## src/swpe_defs.svh

```systemverilog
/*
  constants for the switching-activity power estimator: clock rate,
  time resolution, default monitored-signal set and model weights.
  assumes it is included by bare name from the package and the modules.
*/
`ifndef SWPE_DEFS_SVH
`define SWPE_DEFS_SVH

// clock period and estimate time resolution, both in nanoseconds
`define SWPE_CLK_PERIOD_NS 50
`define SWPE_TIME_RES_NS 10000

// cycles per estimate interval, rounded down (longest time)
`define SWPE_INTERVAL_CYC (`SWPE_TIME_RES_NS / `SWPE_CLK_PERIOD_NS)

// default shape of the monitored signal set
`define SWPE_NUM_SIG 4
`define SWPE_SIG_W 8
`define SWPE_WT_W 16

// per-signal counter kind mask: bit set means hamming-weight counter
`define SWPE_HAMMING_MASK 4'h5

// default model weights, signal 0 in the low slice; values are arbitrary
`define SWPE_WEIGHTS_DEFAULT 64'h0004_0003_0002_0001

// value of every cleared accumulator, snapshot and estimate
`define SWPE_ZERO '0

`endif

```

## src/swpe_pkg.sv

```systemverilog
/*
  types shared by the estimator modules.
  assumes swpe_defs.svh is on the include path.
*/
`include "swpe_defs.svh"

package swpe_pkg;

  // sequencing of the weighted sum after each interval
  typedef enum logic [1:0] {
    SWPE_IDLE,
    SWPE_FETCH,
    SWPE_ACCUM,
    SWPE_PUBLISH
  } swpe_state_type;

  // counter kind chosen per monitored signal
  typedef enum logic {
    SWPE_SINGLE_TOGGLE,
    SWPE_HAMMING_WEIGHT
  } swpe_kind_type;

endpackage

```

## src/swpe_monitor.sv

```systemverilog
/*
  run-time power estimator: per-signal switching-activity counters,
  interval timer, weighted sum and the read-only estimate output.
  assumes mon_sig comes from logic on clk_sys (no synchroniser) and that
  a bus subordinate outside presents estimate as a read-only word.
*/
// What this block does
// - one activity counter per selected monitored signal
// - single-toggle: add one if any bit changed
// - single-toggle grows at most one per cycle
// - hamming-weight: add count of changed bits
// - counter kind chosen per signal by mask
// - capture every counter at interval end
// - multiply activities by weights, sum them
// - estimate updated once per time interval
// - estimate read-only, writes cannot alter it
// - plain memory read serves estimate, no instructions
`timescale 1ns/1ns
`include "swpe_defs.svh"

module swpe_monitor
#(
  parameter int NUM_SIG = `SWPE_NUM_SIG,
  parameter int SIG_W = `SWPE_SIG_W,
  parameter int WT_W = `SWPE_WT_W,
  parameter int INTERVAL_CYC = `SWPE_INTERVAL_CYC,
  parameter logic [NUM_SIG-1:0] HAMMING_MASK = `SWPE_HAMMING_MASK,
  parameter logic [NUM_SIG*WT_W-1:0] WEIGHTS = `SWPE_WEIGHTS_DEFAULT,
  parameter int ST_W = $clog2(INTERVAL_CYC + 1),
  parameter int HW_W = $clog2(INTERVAL_CYC * SIG_W + 1),
  parameter int EST_W = HW_W + WT_W + $clog2(NUM_SIG + 1)
)
(
  input wire logic clk_sys,
  input wire logic rst,
  input wire logic [NUM_SIG*SIG_W-1:0] mon_sig,
  output logic [EST_W-1:0] estimate,
  output logic estimate_valid,
  output logic interval_tick,
  output logic [NUM_SIG-1:0] counter_kind,
  output logic busy,
  output logic overrun
);
  import swpe_pkg::*;

  localparam int SNAP_W = HW_W;
  localparam int IDX_W = (NUM_SIG > 1) ? $clog2(NUM_SIG) : 1;
  localparam int TMR_W = (INTERVAL_CYC > 1) ? $clog2(INTERVAL_CYC) : 1;
  localparam int POP_W = $clog2(SIG_W + 1);
  localparam int PROD_W = SNAP_W + WT_W;

  // number of bits set in a changed-bit vector
  function automatic logic [POP_W-1:0] popcount(input logic [SIG_W-1:0] v);
    logic [POP_W-1:0] n;
    n = '0;
    for (int b = 0; b < SIG_W; b++)
    begin
      n = n + POP_W'(v[b]);
    end
    return n;
  endfunction

  // weighted product of one snapshot and one weight, sized to the sum
  function automatic logic [EST_W-1:0] weigh(
    input logic [SNAP_W-1:0] act,
    input logic [WT_W-1:0] wt
  );
    logic [PROD_W-1:0] p;
    p = PROD_W'(act) * PROD_W'(wt);
    return EST_W'(p);
  endfunction

  logic [TMR_W-1:0] tmr_reg;
  logic [TMR_W-1:0] tmr_next;
  logic tick;
  logic [SNAP_W-1:0] acc_upd [NUM_SIG];
  logic [SNAP_W-1:0] snap_reg [NUM_SIG];
  swpe_state_type state_reg;
  swpe_state_type state_next;
  logic [IDX_W-1:0] idx_reg;
  logic [EST_W-1:0] sum_reg;
  logic [EST_W-1:0] estimate_reg;
  logic valid_reg;
  logic overrun_reg;
  logic [WT_W-1:0] wt_data;
  logic last_idx;

  // interval timer: wraps every INTERVAL_CYC cycles
  assign tick = (tmr_reg == TMR_W'(INTERVAL_CYC - 1));
  assign tmr_next = tick ? `SWPE_ZERO : tmr_reg + TMR_W'(1);

  always_ff @(posedge clk_sys)
  begin
    if (rst)
    begin
      tmr_reg <= `SWPE_ZERO;
    end
    else
    begin
      tmr_reg <= tmr_next;
    end
  end

  // one counter per monitored signal, kind picked by the mask
  for (genvar g = 0; g < NUM_SIG; g++)
  begin : gen_cnt
    localparam int W = HAMMING_MASK[g] ? HW_W : ST_W;
    logic [SIG_W-1:0] cur;
    logic [SIG_W-1:0] prev_reg;
    logic [SIG_W-1:0] flip;
    logic [W-1:0] inc;
    logic [W-1:0] acc_reg;
    logic [W-1:0] acc_sum;

    // per-bit change against the previous cycle
    assign cur = mon_sig[g*SIG_W +: SIG_W];
    assign flip = cur ^ prev_reg;

    if (HAMMING_MASK[g])
    begin : gen_hw
      // count of toggled bits added each cycle
      assign inc = W'(popcount(flip));
    end
    else
    begin : gen_st
      // or-reduced toggle, at most one per cycle, width set by window only
      assign inc = W'(|flip);
    end

    assign acc_sum = acc_reg + inc;
    assign acc_upd[g] = SNAP_W'(acc_sum);

    // previous-cycle copy of the monitored signal
    always_ff @(posedge clk_sys)
    begin
      if (rst)
      begin
        prev_reg <= `SWPE_ZERO;
      end
      else
      begin
        prev_reg <= cur;
      end
    end

    // accumulate inside the interval, restart once it has been captured
    always_ff @(posedge clk_sys)
    begin
      if (rst || tick)
      begin
        acc_reg <= `SWPE_ZERO;
      end
      else
      begin
        acc_reg <= acc_sum;
      end
    end
  end

  // snapshot takes the last cycle's activity too, so no toggle is lost
  always_ff @(posedge clk_sys)
  begin
    if (rst)
    begin
      for (int i = 0; i < NUM_SIG; i++)
      begin
        snap_reg[i] <= `SWPE_ZERO;
      end
    end
    else if (tick)
    begin
      for (int i = 0; i < NUM_SIG; i++)
      begin
        snap_reg[i] <= acc_upd[i];
      end
    end
  end

  // weight table, registered read
  swpe_weight_rom #(
    .DEPTH(NUM_SIG),
    .WT_W(WT_W),
    .ADDR_W(IDX_W),
    .WEIGHTS(WEIGHTS)
  ) u_weights (
    .clk_sys(clk_sys),
    .rst(rst),
    .addr(idx_reg),
    .rd_data(wt_data)
  );

  assign last_idx = (idx_reg == IDX_W'(NUM_SIG - 1));

  // sequencer: fetch a weight, accumulate its product, then publish
  always_comb
  begin
    state_next = state_reg;
    unique case (state_reg)
      SWPE_IDLE:
      begin
        if (tick)
        begin
          state_next = SWPE_FETCH;
        end
      end
      SWPE_FETCH:
      begin
        state_next = SWPE_ACCUM;
      end
      SWPE_ACCUM:
      begin
        state_next = last_idx ? SWPE_PUBLISH : SWPE_FETCH;
      end
      SWPE_PUBLISH:
      begin
        state_next = SWPE_IDLE;
      end
    endcase
  end

  always_ff @(posedge clk_sys)
  begin
    if (rst)
    begin
      state_reg <= SWPE_IDLE;
    end
    else
    begin
      state_reg <= state_next;
    end
  end

  // signal index walked by the sequencer
  always_ff @(posedge clk_sys)
  begin
    if (rst)
    begin
      idx_reg <= `SWPE_ZERO;
    end
    else if (state_reg == SWPE_IDLE)
    begin
      idx_reg <= `SWPE_ZERO;
    end
    else if (state_reg == SWPE_ACCUM && !last_idx)
    begin
      idx_reg <= idx_reg + IDX_W'(1);
    end
  end

  // running weighted sum over all counters
  always_ff @(posedge clk_sys)
  begin
    if (rst)
    begin
      sum_reg <= `SWPE_ZERO;
    end
    else if (state_reg == SWPE_IDLE)
    begin
      sum_reg <= `SWPE_ZERO;
    end
    else if (state_reg == SWPE_ACCUM)
    begin
      sum_reg <= sum_reg + weigh(snap_reg[idx_reg], wt_data);
    end
  end

  // estimate register: only the sequencer loads it, no write path exists
  always_ff @(posedge clk_sys)
  begin
    if (rst)
    begin
      estimate_reg <= `SWPE_ZERO;
    end
    else if (state_reg == SWPE_PUBLISH)
    begin
      estimate_reg <= sum_reg;
    end
  end

  // one-cycle pulse when a fresh estimate is loaded
  always_ff @(posedge clk_sys)
  begin
    if (rst)
    begin
      valid_reg <= 1'b0;
    end
    else
    begin
      valid_reg <= (state_reg == SWPE_PUBLISH);
    end
  end

  // sticky flag: interval ended while the previous sum was still running
  always_ff @(posedge clk_sys)
  begin
    if (rst)
    begin
      overrun_reg <= 1'b0;
    end
    else if (tick && state_reg != SWPE_IDLE)
    begin
      overrun_reg <= 1'b1;
    end
  end

  // outputs: estimate held steady between updates for a plain read
  assign estimate = estimate_reg;
  assign estimate_valid = valid_reg;
  assign interval_tick = tick;
  assign counter_kind = HAMMING_MASK;
  assign busy = (state_reg != SWPE_IDLE);
  assign overrun = overrun_reg;

endmodule

```

## src/swpe_weight_rom.sv

```systemverilog
/*
  constant table of model weights, one word per monitored signal.
  assumes addr comes from logic on clk_sys; rd_data is registered,
  so data for an address appears one edge after it is presented.
*/
`timescale 1ns/1ns
`include "swpe_defs.svh"

module swpe_weight_rom
#(
  parameter int DEPTH = `SWPE_NUM_SIG,
  parameter int WT_W = `SWPE_WT_W,
  parameter int ADDR_W = 2,
  parameter logic [DEPTH*WT_W-1:0] WEIGHTS = `SWPE_WEIGHTS_DEFAULT
)
(
  input wire logic clk_sys,
  input wire logic rst,
  input wire logic [ADDR_W-1:0] addr,
  output logic [WT_W-1:0] rd_data
);

  // registered read of the selected weight slice
  always_ff @(posedge clk_sys)
  begin
    if (rst)
    begin
      rd_data <= `SWPE_ZERO;
    end
    else
    begin
      rd_data <= WEIGHTS[addr*WT_W +: WT_W];
    end
  end

endmodule

```

## config.mk

```make
export PLATFORM = sky130hd
export DESIGN_NAME = swpe_monitor
export DESIGN_NICKNAME = d
export VERILOG_FILES = /design/src/swpe_pkg.sv /design/src/swpe_monitor.sv /design/src/swpe_weight_rom.sv
export VERILOG_INCLUDE_DIRS = /design/src /design/src/src
export SDC_FILE = /design/constraint.sdc
export NUM_CORES = 1
export LEC_CHECK = 0
export BUFFER_PORTS_ARGS = -buffer_cell sky130_fd_sc_hd__buf_4
export CAP_MARGIN = 20
export CORE_MARGIN = 8
export CORE_UTILIZATION = 35
export CTS_CLUSTER_DIAMETER = 150
export DETAILED_ROUTE_END_ITERATION = 10
export GPL_TIMING_DRIVEN = 0
export HOLD_SLACK_MARGIN = 0.06
export PLACE_DENSITY = 0.61
export SLEW_MARGIN = 25
export SYNTH_ARGS = -nofsm -noshare
export SYNTH_HDL_FRONTEND = slang
export SYNTH_SLANG_ARGS = --single-unit
```

## constraint.sdc

```tcl
create_clock -name clk_sys -period 6.5 [get_ports clk_sys]
set_clock_uncertainty 0.2 [all_clocks]
set_input_delay 0.325 -clock clk_sys [delete_from_list [all_inputs] [get_ports clk_sys]]
set_output_delay 0.325 -clock clk_sys [all_outputs]
set_load 0.02 [all_outputs]
```

==> metrics list <==
* Setup TNS after final layout: 0 ns
- CTS sink cnt: 187
* Full die area: 0.0328 mm2
- STA puts the critical path data required time at 6.67 ns.
- Detailed Route Iter0 Violations: 317
- Using the TritonRoute via totals, the vias-per-cell ratio works out to 4.74.
- The number of hold violations in the final report was 0.
* Horizontal die dimension: 181 um
- Counting the fill cells in the layout gives 2554.
* Storage element area: 0.00412 mm2
- Dividing the final minimum period by the clock period gives 87.2%.
- Post-route antenna net violation count: 0
- The H-tree was split into 4 levels.
- Max Transition Viols Final: 0
- Global routing used 12.7% of the available tracks across all layers.
- For this run, the post-layout net count is 1199.
- After clock tree synthesis, the repair step resized 0 gates.
- Detailed placement finished with a half-perimeter wire length of 15000 um.
* Capturing point of the worst reg2reg path: sum_reg[29]
- R2r setup slk: 0.83 ns
* Total detailed-routing wirelength: 20200 um
* Fraction of final layout cells with drive strength greater than 1: 12.0%
- The initial utilization of the core area, before any placement, comes to 35.5%.
- For the finished layout, the period the worst path requires is 5.67 ns.
- Switching fraction of total power: 29.0%
* Most frequently used flop master after synthesis: dfxtp_1
- Maximum clock frequency: 0.176 GHz
* Slack of the critical path: 0.831 ns
- The core region is 0.0269 mm2.
- Cell depth of the worst flop-to-flop path: 15
- Cell internal power was estimated by the tool at 0.00198 W.
- In this design, the critical path's most frequently occurring cell is ha_1.
- The critical path is of the register to register type.
- Worst slew margin relative to its limit: 33.6%
- Endpoint class of the critical path: register
* Crit-path max FO: 10
- PortBufs: 66
- Areal power density over the cells: 244 mW/mm2
- At the pin with the least slew margin, the transition time is 0.982 ns.
* Count of non-filler cells in the finished layout: 1415
- Unrepaired setup endpoints after global routing: false
- Leaving out fill and tap cells, the most frequent cell in the layout is dfxtp_1.
- The number of global-route vias before repair came to 6628.
- Counting flops with an async set or reset pin after synthesis yields a share of 0%.
* DIE HEIGHT: 181 um
- In this design, the stage delay of the slowest critical-path cell is 0.63 ns.
* Number of antenna violations at the first check in global routing: 0
- I/O pins: 72
- Total congestion overflow: 0
- Area growth from synthesis to layout: 19.8%
* Post-synth design cell area: 0.00955 mm2
- The clock network is responsible for 38.8% of the overall power.
* Leakage power: 4.99 nW
- For this design, the CTS-stage hold fixing added 32 buffers.
* Synthesis warning total: 0
* Wire length of the first global-routing pass: 34000 um
* Number of failing setup endpoints in the final timing report: 0
- The initialized floorplan defines 60 standard-cell rows.
- Entering global routing, the biggest net connects 48 pins.
- Hold Path Depth: 1
- Skew-Pair Late Insertion Delay: 0.44 ns
- The slowest stage of the critical path is the mux4_2 cell.
- Routed wire per std cell: 14.3 um
- TritonCTS buffer count: 17
- Sequential cell fraction of total power: 44.8%
* Detailed-routing iteration count for the pre-antenna-repair pass: 5
* Max Cap Violations: 0
- Core utilization of the finished layout: 42.6%
* Clock tree buffer depth: 2
* CTS tree: yes
- Post-placement worst setup slack: 0.826 ns
- The critical path goes through buf_1 -> mux4_2 -> and2_1 -> ha_1 -> ha_1 -> ha_1 -> fa_1 -> fa_1 -> ha_1 -> o211ai_1 -> a21oi_2 -> o21ba_4 -> o2111ai_4 -> or4_1 -> a21oi_1.
- N_diodes: 0
- Once placement completed, the tool counted placed cells totaling 1351.
* Post-route DRC: 0
* VDD IR max: 0.000144 V
- A synthesized cell averages 10.1 um2.
* Weighted congestion at the end of routability-driven global placement: 0.829
- The worst setup path is launched from a register.
- Hold is met by 0.244 ns.
- In this run the post-CTS setup repair buffer count came out at 0.
* Number of standard cells after synthesis: 942
- Sequential elements use 43.2% of the synthesized area.
* Routed vias: 6714
- In the final layout, the multi-input gates occupy 0.00499 mm2.
* Fraction of power consumed by combinational cells: 16.4%
* CTS clk-pin slew, worst paths: 0.08 ns
- The tree is rooted in a clkbuf_16.
- Switching power: 0.000810 W
- In this run, synthesis produced a sequential element count of 187.
- At the worst endpoint, the arrival time is 5.84 ns.
- Post-synth EDFFs: 38
* End point of the worst hold path: tmr_reg[0]
- Hold Path Class: register to register
- Count of cell types in the netlist: 58
- Commonest cells after routing, fill and taps aside: dfxtp_1, nor2_1, ha_1, buf_4, inv_1
* Run status: completed
* Hold path startpoint: tmr_reg[0]
worst max-delay path by stage:
stage,slack [ns],endpoint,depth (start not counted)
floorplan,1.37,sum_reg[29],15
global placement,0.85,sum_reg[29],15
detailed placement,0.83,sum_reg[29],15
CTS,0.77,sum_reg[29],15
global route,0.49,sum_reg[18],17
finish,0.83,sum_reg[29],15
synth_stat cells, types with 4 or more instances:
cell type | count | share of area [%]
a21o_1 | 14 | 1.1
a21oi_1 | 25 | 1.3
a22o_1 | 30 | 2.8
and2_1 | 27 | 1.8
and3_1 | 22 | 1.4
buf_1 | 5 | 0.20
buf_2 | 8 | 0.42
buf_4 | 4 | 0.31
clkbuf_1 | 23 | 0.90
dfxtp_1 | 149 | 31
edfxtp_1 | 38 | 12
fa_1 | 32 | 6.7
ha_1 | 72 | 9.4
inv_1 | 70 | 2.8
mux2i_1 | 7 | 0.73
mux4_2 | 8 | 1.9
nand2_1 | 49 | 1.9
nand2b_1 | 14 | 0.92
nand3_1 | 33 | 1.7
nor2_1 | 103 | 4.0
nor2b_1 | 38 | 2.5
nor3_1 | 7 | 0.37
nor4_1 | 8 | 0.52
o211ai_1 | 4 | 0.31
o21ai_0 | 18 | 0.94
xnor2_1 | 24 | 2.2
xor2_1 | 51 | 4.7
logic make-up after synthesis:
| kind of cell | share of synthesized area, % |
|---|---|
| flip-flops | 43.2 |
| AND/OR/NAND/NOR | 17.3 |
| multiplexers | 2.62 |
| other | 0.0786 |
| buffers and inverters | 4.62 |
| adder cells (fa/ha/maj) | 16.1 |
| AO/OA/AOI/OAI | 9.16 |
| XOR/XNOR | 6.88 |
metrics by stage:
stage          instance area (um2)  total power [W]
2_1_floorplan                 9560          0.00161
3_3_place_gp                 10500          0.00172
3_5_place_dp                 10500          0.00173
4_1_cts                      11400          0.00283
5_1_grt                      11400          0.00295
6_report                     11400          0.00279
power groups by stage:
stage	registers [W]	logic (W)	clock network, W
after global placement	0.00128	0.000445	0
final	0.00125	0.000457	0.00108
after global routing	0.00126	0.000536	0.00115
after CTS	0.00125	0.000469	0.00111
after detailed placement	0.00128	0.000448	0
after floorplan	0.00127	0.000339	0
critical path: cells and delay by family, from the launching register on:
| family | cells | cell delay [ns] |
|---|---|---|
| fa+ha+maj | 6 | 2.28 |
| flops | 1 | 0.36 |
| compound gates | 5 | 0.93 |
| simple gates | 2 | 0.63 |
| buf+inv | 1 | 0.56 |
| mux | 1 | 0.63 |
metal layers:
metal / wire [um] / GRT usage, %
met4: 208 / 3.38
met1: 9550 / 16.4
met5: 0 / 0
met2: 9640 / 21.0
met3: 820 / 2.93
area by class of cell:
class | instances | area share [%]
buffer | 40 | 1.55
clock buffer | 17 | 3.72
clock inverter | 15 | 1.83
inverter | 71 | 2.33
multi-input combinational | 646 | 43.6
sequential | 187 | 36.1
tap | 341 | 3.73
timing repair buffer | 98 | 7.13
(Power assumes the default switching activity.)
